==> config.mk <==
export PLATFORM = sky130hd
export DESIGN_NAME = host_frame_mailbox_port
export DESIGN_NICKNAME = d
export VERILOG_FILES = /design/src/rtl/host_mbox_pkg.sv /design/src/rtl/host_frame_mailbox_port.sv /design/src/rtl/cmd_frame_buffer.sv /design/src/rtl/sticky_event_bank.sv
export SDC_FILE = /design/constraint.sdc
export NUM_CORES = 2
export LEC_CHECK = 0
export ABC_AREA = 0
export BUFFER_PORTS_ARGS = -buffer_cell sky130_fd_sc_hd__buf_2
export CORE_MARGIN = 1
export CORE_UTILIZATION = 45
export DETAILED_ROUTE_END_ITERATION = 6
export GPL_TIMING_DRIVEN = 0
export SLEW_MARGIN = 25
export SYNTH_ARGS = -nofsm -noshare
export SYNTH_HDL_FRONTEND = slang
export SYNTH_SLANG_ARGS = --single-unit
==> constraint.sdc <==
create_clock -name core_clk -period 8.8 [get_ports core_clk]
set_input_delay 0.44 -clock core_clk [delete_from_list [all_inputs] [get_ports core_clk]]
set_output_delay 0.44 -clock core_clk [all_outputs]
set_load 0.01 [all_outputs]
==> src/rtl/host_mbox_pkg.sv <==
// shared offsets, field positions, reset values and carriers of the host port
package host_mbox_pkg;

  localparam int ADDR_W = 4;
  localparam int DATA_W = 16;

  // register offsets (word index on the host port)
  localparam logic [3:0] OFS_INDEX = 4'h0;
  localparam logic [3:0] OFS_IND_DATA = 4'h2;
  localparam logic [3:0] OFS_FRAME = 4'h3;
  localparam logic [3:0] OFS_CMD_STAT = 4'h4;
  localparam logic [3:0] OFS_IRQ = 4'h5;
  localparam logic [3:0] OFS_CBUF1 = 4'h6;
  localparam logic [3:0] OFS_CBUF2 = 4'h7;
  localparam logic [3:0] OFS_IRQ_MASK = 4'h8;

  // command bits, written
  localparam int CMD_RXBUF_READY = 0;
  localparam int CMD_TXBUF1_DONE = 1;
  localparam int CMD_TXBUF2_DONE = 2;
  localparam int CMD_TXQ_DONE = 3;
  localparam int CMD_RXQ_EOF = 4;
  localparam int CMD_REALIGN = 5;

  // status bits, read
  localparam int ST_RXBUF_FREE = 0;
  localparam int ST_TXBUF1_FULL = 1;
  localparam int ST_TXBUF2_FULL = 2;
  localparam int ST_TXQ_HAS_DATA = 3;
  localparam int ST_RXQ_HAS_ROOM = 4;
  localparam int ST_TXQ_FRAME_END = 5;

  // interrupt source bits
  localparam int IRQ_FRAME = 0;
  localparam int IRQ_CBUF1 = 1;
  localparam int IRQ_CBUF2 = 2;
  localparam int IRQ_TIMEOUT = 7;
  localparam logic [7:0] IRQ_W1C_BITS = 8'h07;
  localparam logic [7:0] IRQ_W0C_BITS = 8'h80;
  localparam logic [7:0] IRQ_USED_BITS = 8'h87;

  // 8-byte frame header is four 16-bit words
  localparam logic [2:0] HDR_WORDS = 3'h4;

  localparam logic [15:0] INDEX_RESET = 16'h0000;
  localparam logic [7:0] MASK_RESET = 8'h00;
  localparam int CBUF_DEPTH_DEF = 32;

  typedef struct packed {
    logic [3:0] addr;
    logic [15:0] wdata;
    logic wr;
    logic rd;
  } host_req_s;

  typedef struct packed {
    logic [15:0] addr;
    logic [7:0] wdata;
    logic wr;
    logic rd;
  } ind_bus_s;

  typedef struct packed {
    logic [15:0] data;
    logic valid;
    logic eof;
  } txq_in_s;

  typedef struct packed {
    logic [15:0] data;
    logic push;
    logic eof;
    logic hdr;
    logic realign;
  } rxq_out_s;

endpackage : host_mbox_pkg

==> src/rtl/host_frame_mailbox_port.sv <==
// host access port: indirect window, frame queues, command buffers, irqs
// Function
// - write-only index at offset 0 holds 16-bit indirect register address
// - 8-bit read/write data port at offset 2 reaches the indirect register
// - 16-bit frame port at offset 3 carries switch frames both ways
// - frames start with an 8-byte header; data padded to eight bytes
// - 8-bit register at offset 4: writes are commands, reads are status
// - command bit 0 marks receive buffer loaded; clears by itself
// - command bits 1, 2 release transmit buffers 1, 2; self-clearing
// - command bit 3 ends transmit frame, rest discarded, self-clearing
// - command bit 4 marks next receive queue write as frame end
// - command bit 5 realigns receive stream; bits 7:6 kept zero
// - status bit 0 is one while receive buffer accepts a command
// - status bits 1, 2 are one while transmit buffers hold a frame
// - status bits 3, 4, 5: tx data, rx room, tx frame end
// - interrupt register at offset 5, bit 0 frame event, 6:3 reserved
// - interrupt bits 1, 2 flag transmit buffers holding data
// - interrupt bit 7 timeout stays set until written with zero
// - offset 6 writes receive buffer, reads transmit buffer 1
// - offset 7 is read-only and reads next word of buffer 2
//
// The strobed register port was chosen for this implementation.
`timescale 1ns/1ps
module host_frame_mailbox_port #(
  parameter int CBUF_DEPTH = host_mbox_pkg::CBUF_DEPTH_DEF
) (
  input wire logic core_clk,
  input wire logic resetn,
  input wire host_mbox_pkg::host_req_s host_req,
  output logic [15:0] host_rdata,
  output host_mbox_pkg::ind_bus_s ind_bus,
  input wire logic [7:0] ind_rdata,
  input wire host_mbox_pkg::txq_in_s txq_in,
  output logic txq_pop,
  output logic txq_done,
  output host_mbox_pkg::rxq_out_s rxq_out,
  input wire logic rxq_room,
  input wire logic cmdrx_rd,
  output logic [15:0] cmdrx_data,
  output logic cmdrx_valid,
  output logic cmdrx_ready,
  input wire logic cmdrx_done,
  input wire logic [1:0] cmdtx_wr,
  input wire logic [15:0] cmdtx_wdata,
  input wire logic [1:0] cmdtx_commit,
  input wire logic dev_timeout,
  output logic irq
);

  typedef struct packed {
    logic [15:0] rdata;
    host_mbox_pkg::ind_bus_s ind;
    host_mbox_pkg::rxq_out_s rxq;
    logic txq_pop;
    logic txq_done;
    logic flushing;
    logic tx_eof_seen;
    logic eof_armed;
    logic [2:0] hdr_cnt;
    logic txq_valid_d;
    logic [1:0] txb_full_d;
    logic rxb_commit;
    logic [1:0] txb_drop;
    logic [15:0] cmdrx_data;
    logic cmdrx_valid;
    logic [7:0] irq_mask;
    logic irq;
  } port_state_s;

  port_state_s st_r;
  port_state_s st_nxt;

  logic host_wr;
  logic host_rd;
  logic [3:0] host_addr;
  logic [15:0] wd;
  logic rxb_full;
  logic [15:0] rxb_head;
  logic [1:0] txb_full;
  logic [15:0] txb_head [2];
  logic [1:0] txb_rd;
  logic [7:0] irq_stat;
  logic [7:0] irq_set;

  assign host_wr = host_req.wr;
  assign host_rd = host_req.rd;
  assign host_addr = host_req.addr;
  assign wd = host_req.wdata;

  // receive command buffer: cpu fills it, switch drains it
  cmd_frame_buffer #(
    .WIDTH(16),
    .DEPTH(CBUF_DEPTH)
  ) u_rx_buf (
    .core_clk(core_clk),
    .resetn(resetn),
    .wr_en(host_wr && host_addr == host_mbox_pkg::OFS_CBUF1),
    .wr_data(wd),
    .commit(st_r.rxb_commit),
    .rd_en(cmdrx_rd),
    .drop(cmdrx_done),
    .head(rxb_head),
    .full(rxb_full)
  );

  assign txb_rd[0] = host_rd && host_addr == host_mbox_pkg::OFS_CBUF1;
  assign txb_rd[1] = host_rd && host_addr == host_mbox_pkg::OFS_CBUF2;

  // transmit command buffers: switch fills them, cpu drains them
  for (genvar i = 0; i < 2; i++) begin : g_txb
    cmd_frame_buffer #(
      .WIDTH(16),
      .DEPTH(CBUF_DEPTH)
    ) u_tx_buf (
      .core_clk(core_clk),
      .resetn(resetn),
      .wr_en(cmdtx_wr[i]),
      .wr_data(cmdtx_wdata),
      .commit(cmdtx_commit[i]),
      .rd_en(txb_rd[i]),
      .drop(st_r.txb_drop[i]),
      .head(txb_head[i]),
      .full(txb_full[i])
    );
  end

  always_comb begin
    irq_set = '0;
    irq_set[host_mbox_pkg::IRQ_FRAME] =
      txq_in.valid && !st_r.txq_valid_d;
    irq_set[host_mbox_pkg::IRQ_CBUF1] =
      txb_full[0] && !st_r.txb_full_d[0];
    irq_set[host_mbox_pkg::IRQ_CBUF2] =
      txb_full[1] && !st_r.txb_full_d[1];
    irq_set[host_mbox_pkg::IRQ_TIMEOUT] = dev_timeout;
  end

  sticky_event_bank #(
    .W(8),
    .W1C_BITS(host_mbox_pkg::IRQ_W1C_BITS),
    .W0C_BITS(host_mbox_pkg::IRQ_W0C_BITS),
    .USED_BITS(host_mbox_pkg::IRQ_USED_BITS)
  ) u_irq_bank (
    .core_clk(core_clk),
    .resetn(resetn),
    .set(irq_set),
    .clr_wr(host_wr && host_addr == host_mbox_pkg::OFS_IRQ),
    .clr_data(wd[7:0]),
    .status(irq_stat)
  );

  always_comb begin
    logic [7:0] stat_byte;
    stat_byte = '0;
    st_nxt = st_r;
    // pulses and read data last exactly one cycle
    st_nxt.rdata = '0;
    st_nxt.ind.wr = 1'b0;
    st_nxt.ind.rd = 1'b0;
    st_nxt.rxq.push = 1'b0;
    st_nxt.rxq.realign = 1'b0;
    st_nxt.txq_pop = 1'b0;
    st_nxt.txq_done = 1'b0;
    st_nxt.rxb_commit = 1'b0;
    st_nxt.txb_drop = '0;
    st_nxt.cmdrx_valid = 1'b0;
    st_nxt.txq_valid_d = txq_in.valid;
    st_nxt.txb_full_d = txb_full;
    st_nxt.irq = |(irq_stat & st_r.irq_mask);

    stat_byte[host_mbox_pkg::ST_RXBUF_FREE] = !rxb_full;
    stat_byte[host_mbox_pkg::ST_TXBUF1_FULL] = txb_full[0];
    stat_byte[host_mbox_pkg::ST_TXBUF2_FULL] = txb_full[1];
    stat_byte[host_mbox_pkg::ST_TXQ_HAS_DATA] = txq_in.valid;
    stat_byte[host_mbox_pkg::ST_RXQ_HAS_ROOM] = rxq_room;
    stat_byte[host_mbox_pkg::ST_TXQ_FRAME_END] = txq_in.eof;

    // discard the rest of a transmit frame; one pop per two cycles
    // because the queue head moves only after the pop pulse
    if (st_r.flushing && txq_in.valid && !st_r.txq_pop) begin
      st_nxt.txq_pop = 1'b1;
      if (txq_in.eof) begin
        st_nxt.flushing = 1'b0;
      end
    end

    if (cmdrx_rd && rxb_full) begin
      st_nxt.cmdrx_data = rxb_head;
      st_nxt.cmdrx_valid = 1'b1;
    end

    if (host_wr) begin
      case (host_addr)
        host_mbox_pkg::OFS_INDEX: begin
          st_nxt.ind.addr = wd;
        end
        host_mbox_pkg::OFS_IND_DATA: begin
          st_nxt.ind.wdata = wd[7:0];
          st_nxt.ind.wr = 1'b1;
        end
        host_mbox_pkg::OFS_FRAME: begin
          if (rxq_room) begin
            st_nxt.rxq.push = 1'b1;
            st_nxt.rxq.data = wd;
            st_nxt.rxq.eof = st_r.eof_armed;
            st_nxt.rxq.hdr = st_r.hdr_cnt < host_mbox_pkg::HDR_WORDS;
            st_nxt.eof_armed = 1'b0;
            if (st_r.eof_armed) begin
              st_nxt.hdr_cnt = '0;
            end else if (st_r.hdr_cnt < host_mbox_pkg::HDR_WORDS) begin
              st_nxt.hdr_cnt = st_r.hdr_cnt + 3'h1;
            end
          end
        end
        host_mbox_pkg::OFS_CMD_STAT: begin
          st_nxt.rxb_commit = wd[host_mbox_pkg::CMD_RXBUF_READY];
          st_nxt.txb_drop[0] = wd[host_mbox_pkg::CMD_TXBUF1_DONE];
          st_nxt.txb_drop[1] = wd[host_mbox_pkg::CMD_TXBUF2_DONE];
          if (wd[host_mbox_pkg::CMD_TXQ_DONE]) begin
            st_nxt.txq_done = 1'b1;
            st_nxt.flushing = !st_r.tx_eof_seen;
            st_nxt.tx_eof_seen = 1'b0;
          end
          if (wd[host_mbox_pkg::CMD_RXQ_EOF]) begin
            st_nxt.eof_armed = 1'b1;
          end
          // realign restarts header counting and forgets a pending end
          if (wd[host_mbox_pkg::CMD_REALIGN]) begin
            st_nxt.rxq.realign = 1'b1;
            st_nxt.hdr_cnt = '0;
            st_nxt.eof_armed = 1'b0;
          end
        end
        host_mbox_pkg::OFS_IRQ_MASK: begin
          st_nxt.irq_mask = wd[7:0];
        end
        default: begin
        end
      endcase
    end

    if (host_rd) begin
      case (host_addr)
        host_mbox_pkg::OFS_IND_DATA: begin
          st_nxt.rdata = {8'h00, ind_rdata};
          st_nxt.ind.rd = 1'b1;
        end
        host_mbox_pkg::OFS_FRAME: begin
          if (txq_in.valid && !st_r.txq_pop && !st_r.flushing) begin
            st_nxt.rdata = txq_in.data;
            st_nxt.txq_pop = 1'b1;
            if (txq_in.eof) begin
              st_nxt.tx_eof_seen = 1'b1;
            end
          end
        end
        host_mbox_pkg::OFS_CMD_STAT: begin
          st_nxt.rdata = {8'h00, stat_byte};
        end
        host_mbox_pkg::OFS_IRQ: begin
          st_nxt.rdata = {8'h00, irq_stat};
        end
        host_mbox_pkg::OFS_CBUF1: begin
          if (txb_full[0]) begin
            st_nxt.rdata = txb_head[0];
          end
        end
        host_mbox_pkg::OFS_CBUF2: begin
          if (txb_full[1]) begin
            st_nxt.rdata = txb_head[1];
          end
        end
        host_mbox_pkg::OFS_IRQ_MASK: begin
          st_nxt.rdata = {8'h00, st_r.irq_mask};
        end
        default: begin
          st_nxt.rdata = '0;
        end
      endcase
    end
  end

  always_ff @(posedge core_clk) begin
    if (!resetn) begin
      st_r <= '0;
      st_r.ind.addr <= host_mbox_pkg::INDEX_RESET;
      st_r.irq_mask <= host_mbox_pkg::MASK_RESET;
    end else begin
      st_r <= st_nxt;
    end
  end

  assign host_rdata = st_r.rdata;
  assign ind_bus = st_r.ind;
  assign txq_pop = st_r.txq_pop;
  assign txq_done = st_r.txq_done;
  assign rxq_out = st_r.rxq;
  assign cmdrx_data = st_r.cmdrx_data;
  assign cmdrx_valid = st_r.cmdrx_valid;
  assign cmdrx_ready = rxb_full;
  assign irq = st_r.irq;
endmodule : host_frame_mailbox_port

==> src/rtl/cmd_frame_buffer.sv <==
// one control command frame buffer: fill, commit, drain, drop
`timescale 1ns/1ps
module cmd_frame_buffer #(
  parameter int WIDTH = 16,
  parameter int DEPTH = 32
) (
  input wire logic core_clk,
  input wire logic resetn,
  input wire logic wr_en,
  input wire logic [WIDTH-1:0] wr_data,
  input wire logic commit,
  input wire logic rd_en,
  input wire logic drop,
  output logic [WIDTH-1:0] head,
  output logic full
);
  localparam int PW = $clog2(DEPTH) + 1;

  typedef struct packed {
    logic [PW-1:0] wr_ptr;
    logic [PW-1:0] rd_ptr;
    logic full;
  } buf_state_s;

  buf_state_s st_r;
  buf_state_s st_nxt;
  logic [WIDTH-1:0] mem [DEPTH];
  logic wr_ok;

  // writes while full or past the end are dropped, not wrapped
  assign wr_ok = wr_en && !st_r.full && (st_r.wr_ptr < PW'(DEPTH));

  always_comb begin
    st_nxt = st_r;
    if (wr_ok) begin
      st_nxt.wr_ptr = st_r.wr_ptr + PW'(1);
    end
    // reader parks on the last word instead of running into stale data
    if (rd_en && st_r.full && (st_r.rd_ptr + PW'(1) < st_r.wr_ptr)) begin
      st_nxt.rd_ptr = st_r.rd_ptr + PW'(1);
    end
    if (commit && !st_r.full) begin
      st_nxt.full = 1'b1;
      st_nxt.rd_ptr = '0;
    end
    if (drop) begin
      st_nxt.full = 1'b0;
      st_nxt.wr_ptr = '0;
    end
  end

  always_ff @(posedge core_clk) begin
    if (!resetn) begin
      st_r <= '0;
    end else begin
      st_r <= st_nxt;
    end
  end

  always_ff @(posedge core_clk) begin
    if (wr_ok) begin
      mem[st_r.wr_ptr[PW-2:0]] <= wr_data;
    end
  end

  assign head = mem[st_r.rd_ptr[PW-2:0]];
  assign full = st_r.full;
endmodule : cmd_frame_buffer

==> src/rtl/sticky_event_bank.sv <==
// sticky event bits with per-bit write-one or write-zero clearing
`timescale 1ns/1ps
module sticky_event_bank #(
  parameter int W = 8,
  parameter logic [W-1:0] W1C_BITS = '0,
  parameter logic [W-1:0] W0C_BITS = '0,
  parameter logic [W-1:0] USED_BITS = '1
) (
  input wire logic core_clk,
  input wire logic resetn,
  input wire logic [W-1:0] set,
  input wire logic clr_wr,
  input wire logic [W-1:0] clr_data,
  output logic [W-1:0] status
);
  logic [W-1:0] stat_r;
  logic [W-1:0] stat_nxt;

  for (genvar i = 0; i < W; i++) begin : g_bit
    logic clr;
    assign clr = clr_wr && ((W1C_BITS[i] && clr_data[i]) ||
                            (W0C_BITS[i] && !clr_data[i]));
    // a set in the clearing cycle wins so no event is lost
    assign stat_nxt[i] = USED_BITS[i] && (set[i] || (stat_r[i] && !clr));
  end

  always_ff @(posedge core_clk) begin
    if (!resetn) begin
      stat_r <= '0;
    end else begin
      stat_r <= stat_nxt;
    end
  end

  assign status = stat_r;

endmodule : sticky_event_bank

==> Implementation_results.wiki <==
{| class="wikitable"
! Metric !! Value
|-
| R2R Path End || host_rdata[11]
|-
| Top cells by area, synth || edfxtp_1 70%, mux4_2 13%, dfxtp_1 4.7%
|-
| Total half-perimeter wirelength after legalization and detailed placement || around 110 mm
|-
| Part of the power in combinational logic || 0.020
|-
| Fraction of post-synthesis cell area in the top cell type by area || 0.697
|-
| First DRT Iteration DRCs || about 3400
|-
| Fraction of power spent switching nets || 0.205
|-
| Area added between synthesis and finish || 15.7%
|-
| Transition time of the tightest slew-check pin || 1.18 ns
|-
| Final worst path period need || approximately 4.4 ns
|-
| Min-delay src || host_req[0]
|-
| Via count normalized by instance count || a little under 6
|-
| Setup bufs post-CTS || 0
|-
| Clock tree from TritonCTS || built
|-
| Failing checks || design-rule violations
|-
| Vias post-DR || 34141
|-
| Post-Synthesis Cells || 3379
|-
| Number of antenna violations at the first check in global routing || 7
|-
| Setup repair after global routing missed its margin || no
|-
| CORE AREA || 0.146 mm²
|-
| Mapped Nets || between 3000 and 4000
|-
| Routed WL per cell || 29.1 µm
|-
| Die outline area || roughly 0.15 mm²
|-
| Crit end category || flop
|-
| Buffer cell driving the clock tree root || clkbuf_16
|-
| Register-to-register setup slack || 4.44 ns
|-
| Max-Slew Margin vs Limit || 0.209
|-
| Final setup TNS || 0 ns
|-
| Element type at the critical path start || flop
|-
| Depth of the most critical reg-to-reg path || 8
|-
| Post-route antenna net violation count || 0
|-
| Final Wtd Congestion || slightly below 0.9
|-
| Global-route wire length before repair || 243 mm
|-
| Clock Power Share || 0.439
|-
| Synthesized-area fraction occupied by ao, oa, aoi and oai cells || 0.0368
|-
| Clock Pin Slew Worst Setup and Hold Paths || 0.06 ns
|-
| Share of final-layout standard cells stronger than drive strength 1 || 0.285
|-
| Count of cells resized by post-cts repair || 0
|-
| Post-detailed-route DRC marker count || 1
|-
| Final net count || roughly 3900
|-
| Maximum fanout along the worst path || 10
|-
| Leakage Power || about 24 nW
|-
| Xor and xnor fraction of the mapped netlist area || 0.00265
|-
| Top Ports || 157
|-
| Number of input and output port buffers inserted || 155
|-
| Row count || 140
|-
| Count of filler cells inserted in the layout || between 10000 and 15000
|-
| Worst clock skew || 0.0297 ns
|-
| Number of enable flip-flop cells after synthesis || 1536
|-
| Area leader, netlist || edfxtp_1
|-
| Category of the critical setup timing path || flop to flop
|-
| Max-cap violation count || 0
|-
| Required @ worst endpoint || ~9.4 ns
|-
| Clock sink count || between 1500 and 2000
|-
| Leading register cell type out of synthesis || edfxtp_1
|-
| CP arrival || 4.96 ns
|-
| Remaining global-route overflow || 0
|-
| Count of distinct cell types in the synthesized netlist || 67
|-
| Setup violations, final || 0
|-
| Flip-flop and latch count after synthesis || between 1500 and 2000
|-
| Number of buffers inserted during clock tree synthesis || approximately 180
|-
| Multiplexer share of the synthesized area || 0.154
|-
| Horizontal extent of the die || 386 µm
|-
| Floorplan die height || slightly below 400 µm
|-
| Max Buffers Root-to-Sink || 3
|-
| Max Transition Viols Final || 0
|-
| Kind of path behind the tightest hold check || primary input to flop
|-
| Largest net degree at the start of global routing || 65
|-
| H-tree depth reported by CTS || 4
|-
| All-Layer GR Usage || 0.231
|-
| Synth Warn # || 0
|-
| Worst-case vdd ir drop || about 0.16 mV
|-
| Area of the mapped netlist || 0.0662 mm²
|-
| Highest Clock Rate || around 230 MHz
|-
| Switching Power || 3.33 mW
|-
| Status || finished with violations
|-
| Hold path depth || 3
|-
| Power per standard cell area || roughly 210 mW/mm²
|-
| Count of hold buffers inserted by post-cts repair || 6
|-
| Avg Cell Area, Syn || 19.6 µm²
|-
| Via count of the first global-routing pass || 33890
|-
| Adder-Cell Fraction of Synth Area || 0.00586
|-
| Worst setup endpoint || host_rdata[11]
|-
| Final WL || roughly 170 mm
|-
| Clock insertion delay at the later pin of the skew report || 0.80 ns
|-
| Number of iterations in the first detailed-routing pass || 7
|-
| Post-synth ARST share || 0
|-
| Sequential fraction of the synthesis area || 0.743
|-
| Sequential group share of total power || 0.541
|-
| Post-route core utilization || 0.525
|-
| Final period utilization || 0.495
|-
| Total count of hold-check failures in the final report || 0
|-
| Design internal power || 12.9 mW
|-
| Simple logic cell fraction of the synthesized area || 0.0330
|-
| Dominant combinational cell family by area after synthesis || multiplexers
|-
| Starting density of the core || 0.454
|}
==> critical path, stage by stage, from the launching register on <==
cell and delay [ns]:
dfxtp_1 0.31, buf_2 0.31, clkbuf_1 0.73, clkbuf_1 0.84, mux4_2 0.42, mux2i_1 0.23
nor2_1 0.10, a2111oi_1 0.95, o22ai_1 0.26
==> cell type report <==
class	instances	area [µm²]	area share
inverters	38	143	0.00186
flip-flops and latches	1691	49200	0.643
well taps	1917	2400	0.0313
diodes	1	2.50	0.0000327
multi-input cells	1394	16000	0.208
repair buffers	237	1920	0.0251
clock buffers	256	4920	0.0642
plain buffers	256	1440	0.0189
clock inverters	73	582	0.00760
==> metrics by stage <==
step	instances	total power [mW]	hold slack (ns)	cell area [µm²]	setup WS [ns]
global route	5862	16.7	0.0339	76600	4.45
detailed placement	5526	9.28	0.452	71000	4.40
finish	5863	16.2	0.0775	76600	4.44
global placement	5451	9.26	0.455	69400	3.90
floorplan	3379	9.05	0.437	66200	5.88
CTS	5861	16.4	0.00733	76600	4.44
==> cells in the mapped netlist (all sizes together), types with 3 or more instances <==
cell type     n
o22ai        15
a211oi       20
o31ai        14
a2111oi      14
a222oi        3
dfxtp       155
a32oi         3
or2           5
a21boi       49
clkbuf       89
a211o         3
o21ai        25
and3         17
a221oi       15
buf         167
mux2i       186
o2bb2ai       3
or4          10
a22oi        41
nand4         7
mux4        371
o221ai       17
and2         12
nand2b       13
edfxtp     1536
nor3         16
xor2          3
o221a        16
nand2       116
or3           9
nand3        50
o21ba         4
nand3b        3
ha           31
o21a          6
a21oi        57
nor2        136
xnor2        17
inv          36
nor2b        47
a22o         17
==> logic make-up (layout without fill, tap and decap cells) <==
logic type | after synthesis | count (layout)
AOI/OAI and AO/OA | 331 | 331
muxes | 558 | 558
buffers and inverters | 294 | 860
other | 0 | 1
and+or+nand+nor | 454 | 454
adders and majority gates | 31 | 31
xor gates and xnor gates | 20 | 20
DFF | 1691 | 1691
==> cell usage in the layout (no fill, tap or decap), types with 51 or more instances in the layout <==
cell type	instances
a21oi_1	57
buf_2	196
buf_4	124
clkbuf_1	145
clkbuf_16	179
dfxtp_1	155
edfxtp_1	1536
mux2i_1	186
mux4_2	371
nand2_1	116
nor2_4	51
==> per-layer routing <==
layer | part of all wire | wire [µm] | track usage
met3 | 0.071 | 12100 | 0.0456
met1 | 0.42 | 71800 | 0.321
met4 | 0.027 | 4590 | 0.0670
met2 | 0.48 | 81800 | 0.372
met5 | 0.000076 | 13 | 0
==> power by group through the flow <==
stage	logic, mW	clock network (mW)	registers (mW)
final	0.320	7.13	8.80
after global routing	0.340	7.54	8.79
after CTS	0.320	7.24	8.80
after detailed placement	0.318	0	8.97
after global placement	0.293	0	8.97
after floorplan	0.0898	0	8.96
==> sequential cells by signal, indices dropped and copies added (netlist names), 4 cells and up, named ones only <==
name                 count
g_txb.u_tx_buf.st_r     24
u_irq_bank.status        4
g_txb.u_tx_buf.mem    1024
u_rx_buf.mem           512
host_rdata              16
rxq_out                 20
cmdrx_data              16
u_rx_buf.st_r           12
ind_bus                 26
st_r                    20
==> worst min path at each step <==
stage	end	slack, ns
after floorplan	u_rx_buf.full	0.44
after global placement	ind_bus[18]	0.45
after detailed placement	u_rx_buf.full	0.45
after CTS	ind_bus[0]	0.007
after global routing	ind_bus[0]	0.03
final	ind_bus[0]	0.08
Note: power is estimated with default switching activity, not from simulation.
